--- src/logic/sart_regs.svh ---
// constants for the sensor address, reset and timing block
`ifndef SART_REGS_SVH
`define SART_REGS_SVH
`define SART_CMD_SOFT_RESET   8'hFC
`define SART_CMD_ADDR_WRITE   8'hFD
`define SART_CMD_ONE_SHOT     8'h0F
`define SART_CMD_RATE_WRITE   8'h0A
`define SART_CMD_CONFIG_WRITE 8'h09
`define SART_ALERT_RESP_ADDR  7'h0C
`define SART_CFG_STOP_BIT     6
`define SART_CFG_LOCK_BIT     4
`define SART_RATE_RESET       3'h2
`define SART_CFG_RESET        8'h0C
`define SART_CLK_HZ           50000000
`define SART_TICK_US          100
`define SART_TICK_CYC         ((`SART_CLK_HZ / 1000000) * `SART_TICK_US)
`define SART_CONV_MS          125
`define SART_CONV_TICKS       ((`SART_CONV_MS * 1000) / `SART_TICK_US)
`define SART_STRAP_WAIT_US    20
`define SART_STRAP_WAIT_CYC   ((`SART_CLK_HZ / 1000000) * `SART_STRAP_WAIT_US)
`define SART_PERIOD_MS_SLOW   16000
`endif

--- src/logic/sart_pkg.sv ---
// types for the sensor address, reset and timing block
package sart_pkg;
  typedef enum logic [1:0] {
    STRAP_LOW   = 2'b00,
    STRAP_FLOAT = 2'b01,
    STRAP_HIGH  = 2'b10
  } sart_strap_t;

  typedef enum logic [2:0] {
    BUS_IDLE = 3'b000,
    BUS_ADDR = 3'b001,
    BUS_ACK  = 3'b010,
    BUS_DATA = 3'b011,
    BUS_DACK = 3'b100,
    BUS_SKIP = 3'b101
  } sart_bus_st_t;

  typedef struct packed {
    logic       drive;
    logic       pull_up;
  } sart_probe_t;
endpackage

--- src/logic/sart_strap_dec.sv ---
// three-level strap sampler and address decoder
`timescale 1ns/1ps
`include "sart_regs.svh"
module sart_strap_dec
(
  // clock and reset
  input  wire logic                 clk,
  input  wire logic                 sys_rst,
  // control
  input  wire logic                 sample_go,
  output      logic                 sample_done,
  output      logic [6:0]           strap_addr,
  // strap pins: pad level and weak probe drive
  input  wire logic                 addr_strap_first,
  input  wire logic                 addr_strap_second,
  output      sart_pkg::sart_probe_t probe
);
  typedef struct packed {
    logic [1:0]  phase;
    logic [15:0] wait_cnt;
    logic [1:0]  s1a;
    logic [1:0]  s2a;
    logic [1:0]  lvl_up;
    logic [6:0]  addr;
    logic        done;
  } sart_sd_t;

  sart_sd_t st_r;
  sart_sd_t st_nxt;

  // phase 1 probes pulled up, phase 2 pulled down; both seen after settling
  function automatic sart_pkg::sart_strap_t classify(input logic up, input logic dn);
    if (up && dn)
      classify = sart_pkg::STRAP_HIGH;
    else if (!up && !dn)
      classify = sart_pkg::STRAP_LOW;
    else
      classify = sart_pkg::STRAP_FLOAT;
  endfunction

  function automatic logic [6:0] decode(input sart_pkg::sart_strap_t a,
                                        input sart_pkg::sart_strap_t b);
    logic [3:0] hi;
    logic [2:0] lo;
    logic [2:0] step;
    hi   = 4'h3;
    lo   = 3'h0;
    step = 3'h0;
    if (a == sart_pkg::STRAP_FLOAT)
    begin
      hi = 4'h5;
      lo = 3'h1;
    end
    else if (a == sart_pkg::STRAP_HIGH)
    begin
      hi = 4'h9;
      lo = 3'h4;
    end
    if (b == sart_pkg::STRAP_FLOAT)
      step = 3'h1;
    else if (b == sart_pkg::STRAP_HIGH)
      step = 3'h2;
    decode = {hi, 3'(lo + step)};
  endfunction

  always_comb
  begin
    st_nxt = st_r;
    st_nxt.s1a = {st_r.s1a[0], addr_strap_first};
    st_nxt.s2a = {st_r.s2a[0], addr_strap_second};
    // done is a pulse, so a stale result never relatches after a soft reset
    st_nxt.done = 1'b0;
    case (st_r.phase)
      2'h0:
      begin
        if (sample_go)
        begin
          st_nxt.phase    = 2'h1;
          st_nxt.wait_cnt = 16'(`SART_STRAP_WAIT_CYC);
          st_nxt.done     = 1'b0;
        end
      end
      2'h1:
      begin
        if (st_r.wait_cnt == 16'h0000)
        begin
          st_nxt.lvl_up   = {st_r.s1a[1], st_r.s2a[1]};
          st_nxt.phase    = 2'h2;
          st_nxt.wait_cnt = 16'(`SART_STRAP_WAIT_CYC);
        end
        else
          st_nxt.wait_cnt = st_r.wait_cnt - 16'h0001;
      end
      default:
      begin
        if (st_r.wait_cnt == 16'h0000)
        begin
          st_nxt.addr  = decode(classify(st_r.lvl_up[1], st_r.s1a[1]),
                                classify(st_r.lvl_up[0], st_r.s2a[1]));
          st_nxt.phase = 2'h0;
          st_nxt.done  = 1'b1;
        end
        else
          st_nxt.wait_cnt = st_r.wait_cnt - 16'h0001;
      end
    endcase
  end

  always_ff @(posedge clk)
  begin
    if (sys_rst)
      st_r <= '0;
    else
      st_r <= st_nxt;
  end

  assign sample_done   = st_r.done;
  assign strap_addr    = st_r.addr;
  // probing only while sampling keeps bias current off afterwards
  assign probe.drive   = (st_r.phase != 2'h0);
  assign probe.pull_up = (st_r.phase == 2'h1);
endmodule

--- src/logic/sart_top.sv ---
// serial slave front end with address straps, resets and conversion timing
`timescale 1ns/1ps
`include "sart_regs.svh"
module sart_top
#(
  parameter int TICK_CYC = `SART_TICK_CYC
)
(
  // clock and reset
  input  wire logic                  clk,
  input  wire logic                  sys_rst,
  // supply monitors
  input  wire logic                  por_low,
  input  wire logic                  uvlo,
  // serial bus, open drain data
  input  wire logic                  smb_clk,
  input  wire logic                  smb_data_in,
  output      logic                  smb_data_out,
  output      logic                  smb_data_oe,
  // straps and standby
  input  wire logic                  addr_strap_first,
  input  wire logic                  addr_strap_second,
  output      sart_pkg::sart_probe_t strap_probe,
  input  wire logic                  standby_pin,
  // converter handshake and status
  output      logic                  conv_start,
  output      logic                  conv_busy,
  output      logic                  temp_update,
  output      logic [6:0]            slave_addr,
  output      logic [2:0]            conv_rate,
  output      logic [7:0]            config_reg,
  output      logic                  addr_valid
);
  typedef struct packed {
    logic [1:0]              c_sy;
    logic [1:0]              d_sy;
    logic [1:0]              stb_sy;
    logic                    c_d;
    logic                    d_d;
    sart_pkg::sart_bus_st_t  bst;
    logic [3:0]              bit_cnt;
    logic [7:0]              shreg;
    logic                    byte_no;
    logic [7:0]              cmd;
    logic                    sda_low;
    logic                    soft_pend;
    logic                    addr_wr;
    logic [6:0]              addr;
    logic                    valid;
    logic [2:0]              rate;
    logic [7:0]              cfg;
    logic                    lock;
    logic                    one_shot;
    logic [15:0]             tick_cyc;
    logic [17:0]             ticks;
    logic                    busy;
    logic [17:0]             period_left;
    logic                    start_p;
    logic                    upd_p;
    logic                    go;
    logic                    halt_d;
  } sart_st_t;

  sart_st_t st_r;
  sart_st_t st_nxt;
  logic     samp_done;
  logic     tick;
  logic     c_rise;
  logic     c_fall;
  logic     start_c;
  logic     stop_c;
  logic [6:0] strap_val;

  sart_strap_dec u_strap
  (
    .clk               (clk),
    .sys_rst           (sys_rst),
    .sample_go         (st_r.go),
    .sample_done       (samp_done),
    .strap_addr        (strap_val),
    .addr_strap_first  (addr_strap_first),
    .addr_strap_second (addr_strap_second),
    .probe             (strap_probe)
  );
  // period in 100 us ticks; every rate adds conversion time on top
  function automatic logic [17:0] period_ticks(input logic [2:0] r);
    period_ticks = 18'(((`SART_PERIOD_MS_SLOW * 10) >> r));
  endfunction

  assign c_rise  = st_r.c_sy[1] & ~st_r.c_d;
  assign c_fall  = ~st_r.c_sy[1] & st_r.c_d;
  assign start_c = st_r.c_sy[1] & st_r.d_d & ~st_r.d_sy[1];
  assign stop_c  = st_r.c_sy[1] & ~st_r.d_d & st_r.d_sy[1];
  assign tick    = (st_r.tick_cyc == 16'(TICK_CYC - 1));

  always_comb
  begin
    st_nxt = st_r;
    st_nxt.c_sy    = {st_r.c_sy[0], smb_clk};
    st_nxt.d_sy    = {st_r.d_sy[0], smb_data_in};
    st_nxt.stb_sy  = {st_r.stb_sy[0], standby_pin};
    st_nxt.c_d     = st_r.c_sy[1];
    st_nxt.d_d     = st_r.d_sy[1];
    st_nxt.start_p = 1'b0;
    st_nxt.upd_p   = 1'b0;
    st_nxt.go      = 1'b0;
    st_nxt.halt_d  = st_r.cfg[`SART_CFG_STOP_BIT] | st_r.stb_sy[1];
    st_nxt.tick_cyc = tick ? 16'h0000 : st_r.tick_cyc + 16'h0001;

    if (samp_done && !st_r.valid)
    begin
      st_nxt.addr  = strap_val;
      st_nxt.valid = 1'b1;
    end

    // serial slave
    if (start_c)
    begin
      st_nxt.bst     = sart_pkg::BUS_ADDR;
      st_nxt.bit_cnt = 4'h0;
      st_nxt.byte_no = 1'b0;
      st_nxt.sda_low = 1'b0;
    end
    else if (stop_c)
    begin
      st_nxt.bst     = sart_pkg::BUS_IDLE;
      st_nxt.sda_low = 1'b0;
      if (st_r.soft_pend)
      begin
        st_nxt.soft_pend = 1'b0;
        st_nxt.valid     = 1'b0;
        st_nxt.rate      = `SART_RATE_RESET;
        st_nxt.cfg       = `SART_CFG_RESET;
        st_nxt.cfg[`SART_CFG_LOCK_BIT] = st_r.lock;
        st_nxt.go        = 1'b1;
      end
    end
    else
    begin
      case (st_r.bst)
        sart_pkg::BUS_ADDR, sart_pkg::BUS_DATA:
        begin
          if (c_rise)
          begin
            st_nxt.shreg   = {st_r.shreg[6:0], st_r.d_sy[1]};
            st_nxt.bit_cnt = st_r.bit_cnt + 4'h1;
          end
          if (c_fall && st_r.bit_cnt == 4'h8)
          begin
            st_nxt.bit_cnt = 4'h0;
            if (st_r.bst == sart_pkg::BUS_ADDR)
            begin
              if (st_r.valid && (st_r.shreg[7:1] == st_r.addr ||
                  st_r.shreg[7:1] == `SART_ALERT_RESP_ADDR))
              begin
                st_nxt.bst     = sart_pkg::BUS_ACK;
                st_nxt.sda_low = 1'b1;
              end
              else
                st_nxt.bst = sart_pkg::BUS_SKIP;
            end
            else
            begin
              st_nxt.bst     = sart_pkg::BUS_DACK;
              st_nxt.sda_low = 1'b1;
              if (!st_r.byte_no)
              begin
                st_nxt.cmd     = st_r.shreg;
                st_nxt.byte_no = 1'b1;
                if (st_r.shreg == `SART_CMD_SOFT_RESET)
                  st_nxt.soft_pend = 1'b1;
                if (st_r.shreg == `SART_CMD_ONE_SHOT && !st_r.busy)
                  st_nxt.one_shot = 1'b1;
              end
              else if (st_r.cmd == `SART_CMD_ADDR_WRITE)
                st_nxt.addr = st_r.shreg[6:0];
              else if (st_r.cmd == `SART_CMD_RATE_WRITE && !st_r.lock)
              begin
                st_nxt.rate        = st_r.shreg[2:0];
                st_nxt.period_left = period_ticks(st_r.shreg[2:0]);
              end
              else if (st_r.cmd == `SART_CMD_CONFIG_WRITE)
              begin
                if (st_r.lock)
                  st_nxt.cfg = {st_r.shreg[7], st_r.cfg[6:2], st_r.shreg[1:0]};
                else
                begin
                  st_nxt.cfg = st_r.shreg;
                  if (st_r.shreg[`SART_CFG_LOCK_BIT])
                    st_nxt.lock = 1'b1;
                end
              end
            end
          end
        end
        sart_pkg::BUS_ACK, sart_pkg::BUS_DACK:
        begin
          if (c_fall)
          begin
            st_nxt.sda_low = 1'b0;
            st_nxt.bst     = sart_pkg::BUS_DATA;
          end
        end
        default:
        begin
        end
      endcase
    end

    // conversion sequencing in timebase ticks
    if (tick)
    begin
      if (st_r.busy)
      begin
        if (st_r.ticks == 18'h00000)
        begin
          st_nxt.busy  = 1'b0;
          st_nxt.upd_p = 1'b1;
        end
        else
          st_nxt.ticks = st_r.ticks - 18'h00001;
      end
      else if (st_r.period_left != 18'h00000)
        st_nxt.period_left = st_r.period_left - 18'h00001;
    end
    if (st_r.cfg[`SART_CFG_STOP_BIT] || st_r.stb_sy[1])
    begin
      // cut only on entry, so a standby one-shot runs to its update
      if (!st_r.halt_d)
        st_nxt.busy      = 1'b0;
      st_nxt.period_left = 18'h00000;
    end
    else if (!uvlo && !st_r.busy && (st_r.one_shot || st_r.period_left == 18'h00000))
    begin
      // start at once, 125 ms conversion
      st_nxt.busy        = 1'b1;
      st_nxt.start_p     = 1'b1;
      st_nxt.one_shot    = 1'b0;
      st_nxt.ticks       = 18'(`SART_CONV_TICKS - 1);
      st_nxt.period_left = period_ticks(st_r.rate);
    end
    // one-shot in standby still converts
    if (st_r.one_shot && (st_r.cfg[`SART_CFG_STOP_BIT] || st_r.stb_sy[1]) && !uvlo)
    begin
      st_nxt.busy     = 1'b1;
      st_nxt.start_p  = 1'b1;
      st_nxt.one_shot = 1'b0;
      st_nxt.ticks    = 18'(`SART_CONV_TICKS - 1);
    end
  end

  always_ff @(posedge clk)
  begin
    if (sys_rst || por_low)
    begin
      st_r       <= '0;
      st_r.rate  <= `SART_RATE_RESET;
      st_r.cfg   <= `SART_CFG_RESET;
      st_r.c_sy  <= 2'b11;
      st_r.d_sy  <= 2'b11;
      st_r.c_d   <= 1'b1;
      st_r.d_d   <= 1'b1;
      st_r.go    <= 1'b1;
    end
    else
      st_r <= st_nxt;
  end

  always_comb
  begin
    smb_data_out = 1'b0;
    smb_data_oe  = st_r.sda_low;
  end

  assign conv_start  = st_r.start_p;
  assign conv_busy   = st_r.busy;
  assign temp_update = st_r.upd_p;
  assign slave_addr  = st_r.addr;
  assign conv_rate   = st_r.rate;
  assign config_reg  = st_r.cfg;
  assign addr_valid  = st_r.valid;
endmodule

--- config.mk ---
export PLATFORM = sky130hd
export DESIGN_NAME = sart_top
export DESIGN_NICKNAME = d
export VERILOG_FILES = /design/src/logic/sart_pkg.sv /design/src/logic/sart_strap_dec.sv /design/src/logic/sart_top.sv
export VERILOG_INCLUDE_DIRS = /design/src /design/src/logic
export SDC_FILE = /design/constraint.sdc
export NUM_CORES = 1
export LEC_CHECK = 0
export ABC_AREA = 1
export BUFFER_PORTS_ARGS = -buffer_cell sky130_fd_sc_hd__clkbuf_2
export CAP_MARGIN = 40
export CORE_MARGIN = 3
export CORE_UTILIZATION = 60
export CTS_BUF_LIST = sky130_fd_sc_hd__clkbuf_16
export DETAILED_ROUTE_END_ITERATION = 10
export PLACE_DENSITY = 0.79
export REMOVE_ABC_BUFFERS = 1
export SLEW_MARGIN = 25
export SYNTH_ARGS = -nofsm -noshare
export SYNTH_HDL_FRONTEND = slang
export SYNTH_HIERARCHICAL = 1
export SYNTH_SLANG_ARGS = --single-unit
--- constraint.sdc ---
create_clock -name clk -period 3.2 [get_ports clk]
set_input_delay 0.64 -clock clk [delete_from_list [all_inputs] [get_ports clk]]
set_output_delay 0.64 -clock clk [all_outputs]
set_load 0.1 [all_outputs]
# [Yosys cells after proc, flatten, opt, wreduce, memory -nomap -nowiden]
# Cells that the tools add are included.
[word_totals] ff_bits=144 wordCells=262 output_inout_bits=26 in_bits=9
[classes] shifts=2 add_sub_neg=6 n_eq_ne=32 n_reduce_logical=67 bitwise_logic=20 muxes=99
[op_table] operator="18-bit 2-to-1 mux" n=13
[op_table] operator="21-bit 2-to-1 mux" n=3
[op_table] operator="12-bit 2-to-1 mux" n=5
[op_table] operator="7-bit 2-to-1 mux" n=8
[op_table] operator="13-bit 2-to-1 mux" n=3
[op_table] operator="19-bit 2-to-1 mux" n=2
[op_table] operator="38-bit 2-to-1 mux" n=1
[op_table] operator="37-bit 2-to-1 mux" n=1
[op_table] operator="18-bit zero test" n=2
[op_table] operator="18-bit case mux with 2 select lines" n=1
[op_table] operator="18-bit by 3-bit >> shifter with 18-bit output, first input constant" n=2
[op_table] operator="18-bit by 1-bit subtractor with 18-bit output, second input constant" n=2
[op_table] operator="16-bit 2-to-1 mux" n=2
[op_table] operator="3-bit 2-to-1 mux" n=10
[op_table] operator="1-bit 2-to-1 mux" n=27
[op_table] operator="9-bit 2-to-1 mux" n=3
[op_table] operator="8-bit by 4-bit equality test with 1-bit output, second input constant" n=3
[op_table] operator="11-bit 2-to-1 mux" n=2
[op_table] operator="2-bit 2-to-1 mux" n=11
[op_table] operator="2-bit nonzero test" n=10
[op_table] operator="9-bit AND reduction" n=2
[op_table] operator="18-bit nonzero test" n=1
[op_table] operator="16-bit by 1-bit adder with 16-bit output, second input constant" n=1
[op_table] operator="16-bit by 13-bit equality test with 1-bit output, second input constant" n=1
[op_table] operator="other kinds (38)" n=110

# [Logic depth before layout (Yosys ltp)]
[depth] word_depth=16 depth_mapped=13 depth_no_buf=13

# [By module]
# The synthesis kept the hierarchy.
[by_module_without_submodules] module="sart_top" seq_area_each_um2=2242.2 instances=1 area_per_inst_um2=6815.3 cells_each=1008
[by_module_without_submodules] module="sart_strap_dec" seq_area_each_um2=620.6 instances=1 area_per_inst_um2=1686.6 cells_each=240

# [Least setup slack after synthesis]
# OpenSTA, ideal clock, no wires.
[synth_path] kind="reg-to-reg" start="reg st_r (netlist bit conv_busy)" end="reg st_r[25] (netlist bit)" setup_time_ns=0.115 t_required_ns=3.085 t_arrival_ns=1.985 synth_period_minus_slack_ns=2.099 path_slack_ns=1.101 stages_incl_launch_ff=8 n_path_buf=1 cell_sequence="dfxtp_1 > buf_2 > inv_1 > nor2_4 > nand2_4 > nor2_2 > xor2_1 > nor2_2"
[synth_between] elab_chain_cells=5 elab_cells_between_ends=7 cone_classes="mux: 4; reduce/logical: 3"
[synth_rtl] item="start: declaration" line="sart_top.sv:64" source="sart_st_t st_r;"
[synth_rtl] item="start signal: assignment" line="sart_top.sv:266" source="st_r <= st_nxt;"
[synth_rtl] item="1-bit zero test" line="sart_top.sv:233" source="else if (!uvlo && !st_r.busy && (st_r.one_shot || st_r.period_left == 18'h00000))"
[synth_rtl] item="1-bit logical AND (2 in a row)" line="sart_top.sv:233"
[synth_rtl] item="38-bit 2-to-1 mux" line="sart_top.sv:233"
[synth_rtl] item="18-bit 2-to-1 mux (*)" line="sart_top.sv:226" source="if (st_r.cfg[`SART_CFG_STOP_BIT] || st_r.stb_sy[1])"
# Every way passes the cells marked *; elsewhere a longest branch is shown, timed or not.
# A chain may end at the register's enable or synchronous reset.

# [Worst setup path in the final report]
[layout_path] start="reg st_r (netlist bit conv_busy)" end="out conv_busy"
[layout_rtl] item="end: declaration" line="sart_top.sv:27" source="output logic conv_busy,"
# No word-level cell between the ends.

==> qor.yml <==
setup_path:
  cp_slowest_stage_delay_ns: 0.77
  crit_slowest_cell: "dfxtp_1"
  arrival_ns: 1.78
  cp_top_family: "flip-flops"
  cp.required_ns: 2.56
  r2r_slack_ns: 1.02
  cp-start-kind: "register"
  path_buf_inv: 1
  worst-path-stages: 1
  path_max_fanout: 19
  path_cells: "clkbuf_2"
  crit_type: "register to output pin"
  r2r_start: "st_r[92]"
  reg2reg_to: "st_r[102]"
  rr_worst_depth: 11
  critPathCaptureType: "output pin"
global_route:
  track_usage: 0.2612
  grt_pass1_vias: 7312
  grt_overflow: 0
  grt_antenna_before_repair: 0
  grt_pass1_wl_mm: 34.32
  grt_max_degree: 44
synth:
  yosysSeqAreaShare: 0.3367
  yosys_warnings: 6
  ys_ff_latch: 143
  synth.distinct_cells: 52
  synthArstFlopShare: 0
  netlist_instances: 1248
  synth_enable_flop_cells: 0
  syn_area_mm2: 0.008502
  synth.avg_cell_area_um2: 6.812
  synth_top_flop_cell: "dfxtp_1"
drt:
  drc: 0
  first_iter_violations: 950
  dr.pass1.iters: 6
  final_antenna_net_count: 0
  wl_mm: 20.35
  vias: 7897
  routedWlPerCell_um: 14.16
  vias_per_cell: 5.495
sta:
  tns_ns: 0
  tightest_slew_ns: 0.6941
  max_freq_ghz: 0.4134
  rsz0062_at_grt: "false"
  slew_headroom: 0.5366
  hold_viol: 0
  period_needed_ns: 2.419
  fin_crit_sh: 0.7560
  fin_skew_ns: 0.007326
  drv_slew: 0
  setup-violations-final: 0
placed_design:
  port_buffers: 33
  dp_hpwl_mm: 14.44
  placed_cells: 1405
  gp_congestion: 0.9762
pwr:
  power_density_mw_per_mm2: 521.2
  cellLeakagePower_nw: 4.063
  peakVddDrop_v: 0.0006303
  p_total_mw: 4.782
worst_hold_path:
  hp-start: "addr_strap_first"
  whs_path_depth: 3
  whs_endpoint: "u_strap/st_nxt[13]"
  worstHoldPathType: "primary input to register"
clocking:
  cts_root_buf: "clkbuf_16"
  h-tree-depth: 4
  clock-sinks: 143
  clk_pin_slew_ns: 0.07
  holdBufCountCts: 0
  post_cts_buffers: 0
  clock_path_buffers: 2
  cts_tree: "yes"
  postCtsResizedCells: 0
  cts_buffers: 17
  clk-insertion-delay-late_ns: 0.43
cells_and_area:
  largest_reg_flops: 84
  area_growth_syn_to_layout_pct: 7.903
  fin_nets: 1278
  antenna_cells: 0
  fillerInstances: 1178
  stdcell_count: 1437
  drive_gt1_frac: 0.1348
floorplan:
  rows: 42
  num_io_pins: 35
  die-width_um: 125.0
  start_util: 0.6271
  core_area_mm2: 0.01356
  dieHeight_um: 125.0
  die-area_mm2: 0.01563
flow_run:
  cap_violations: 0
run_status:
  status: "complete, no violations"
worst reg2reg max path: stages (launching register included):
cell      delay, ns
dfxtp_1        0.65
clkinv_1       0.50
nand2_1        0.16
nand2_1        0.06
nor2_1         0.08
nand2_1        0.05
o21ai_0        0.22
nand2_1        0.11
nand3_1        0.08
nand2_1        0.05
nand2_1        0.05
a21oi_1        0.05
per-stage QoR:
step	instance area, µm²	hold slack (ns)	setup WS [ns]	utilization
2_1_floorplan	8127	0.3883	0.7291	-
3_3_place_gp	8527	0.3903	0.9657	0.6289
3_5_place_dp	8527	0.3943	0.9392	0.6289
4_1_cts	9174	0.3834	0.7681	0.6766
5_1_grt	9174	0.4061	0.6868	0.6766
6_report	9174	0.3930	0.7809	0.6766
cell usage in the layout (no fill, tap or decap), drive strengths merged, types with 2 or more instances in the layout:
| cell | instances |
|---|---|
| o21ai | 72 |
| inv | 179 |
| nand3 | 106 |
| nor4 | 3 |
| nor3 | 36 |
| clkinvlp | 2 |
| clkinv | 4 |
| o21bai | 2 |
| a31oi | 3 |
| mux2 | 7 |
| buf | 2 |
| nor2 | 178 |
| bufinv | 4 |
| clkbuf | 50 |
| nor3b | 4 |
| dfxtp | 143 |
| nand2 | 274 |
| o211ai | 9 |
| nand4 | 31 |
| ha | 20 |
| a21oi | 88 |
| xor2 | 14 |
| or2 | 13 |
| nand3b | 6 |
| and3 | 2 |
report_power, final:
group / internal, mW / leakage, nW / switching [mW] / total, mW
Clock: 1.33 / 0.311 / 0.850 / 2.18
Sequential: 1.83 / 1.16 / 0.0529 / 1.88
Combinational: 0.221 / 2.59 / 0.498 / 0.718
cells in the mapped netlist (all sizes together) (2+ instances only):
library cell,n,area (µm²)
nand2,274,1091
nor2,178,844.6
inv,171,646.9
dfxtp,143,2863
nand3,106,575.6
a21oi,88,485.5
o21ai,72,364.1
buf,44,337.8
nor3,36,215.2
nand4,31,212.7
ha,20,250.2
xor2,14,122.6
or2,13,83.83
clkbuf,10,37.54
o211ai,9,67.56
mux2,7,78.83
nand3b,6,45.04
nor3b,4,30.03
a31oi,3,18.77
clkinv,3,11.26
nor4,3,18.77
and3,2,12.51
o21bai,2,15.01
cells by family (layout without fill, tap and decap cells):
logic type,count (synthesis),in the layout,synth area share
XOR/XNOR,15,15,0.01545
multiplexers,7,7,0.009272
AO/OA/AOI/OAI,178,178,0.1152
other,1,1,0.0004411
AND/OR/NAND/NOR,655,655,0.3695
flip-flops,143,143,0.3367
adder cells (fa/ha/maj),21,21,0.03179
buffers and inverters,228,241,0.1216
area by class of cell:
| cell class | instances | area (µm²) | share of cell area |
|---|---|---|---|
| Clock buffer | 17 | 425.4 | 0.04637 |
| Multi-Input combinational cell | 877 | 4606 | 0.5020 |
| Tap cell | 176 | 220.2 | 0.02400 |
| Clock inverter | 15 | 221.5 | 0.02414 |
| Sequential cell | 143 | 2863 | 0.3121 |
| Inverter | 174 | 658.1 | 0.07174 |
| Timing Repair Buffer | 35 | 180.2 | 0.01964 |
worst max-delay path by stage:
stage | startpoint | endpoint | slack (ns)
global placement | sys_rst | st_r[18] | 0.97
CTS | conv_busy | conv_busy | 0.77
global route | conv_busy | conv_busy | 0.69
finish | conv_busy | conv_busy | 0.78
detailed placement | sys_rst | st_r[18] | 0.94
floorplan | por_low | st_r[6] | 0.73
routing by layer:
layer	vias to the layer above	global-route usage	part of all wire	routed length, µm
met5	-	0	0	0
met4	0	0.07908	0.020	408
met3	42	0.05544	0.069	1402
met2	301	0.4227	0.47	9483
met1	3561	0.3528	0.44	9053
li1	3993	-	-	-
Power figures use the tool's default switching activity.
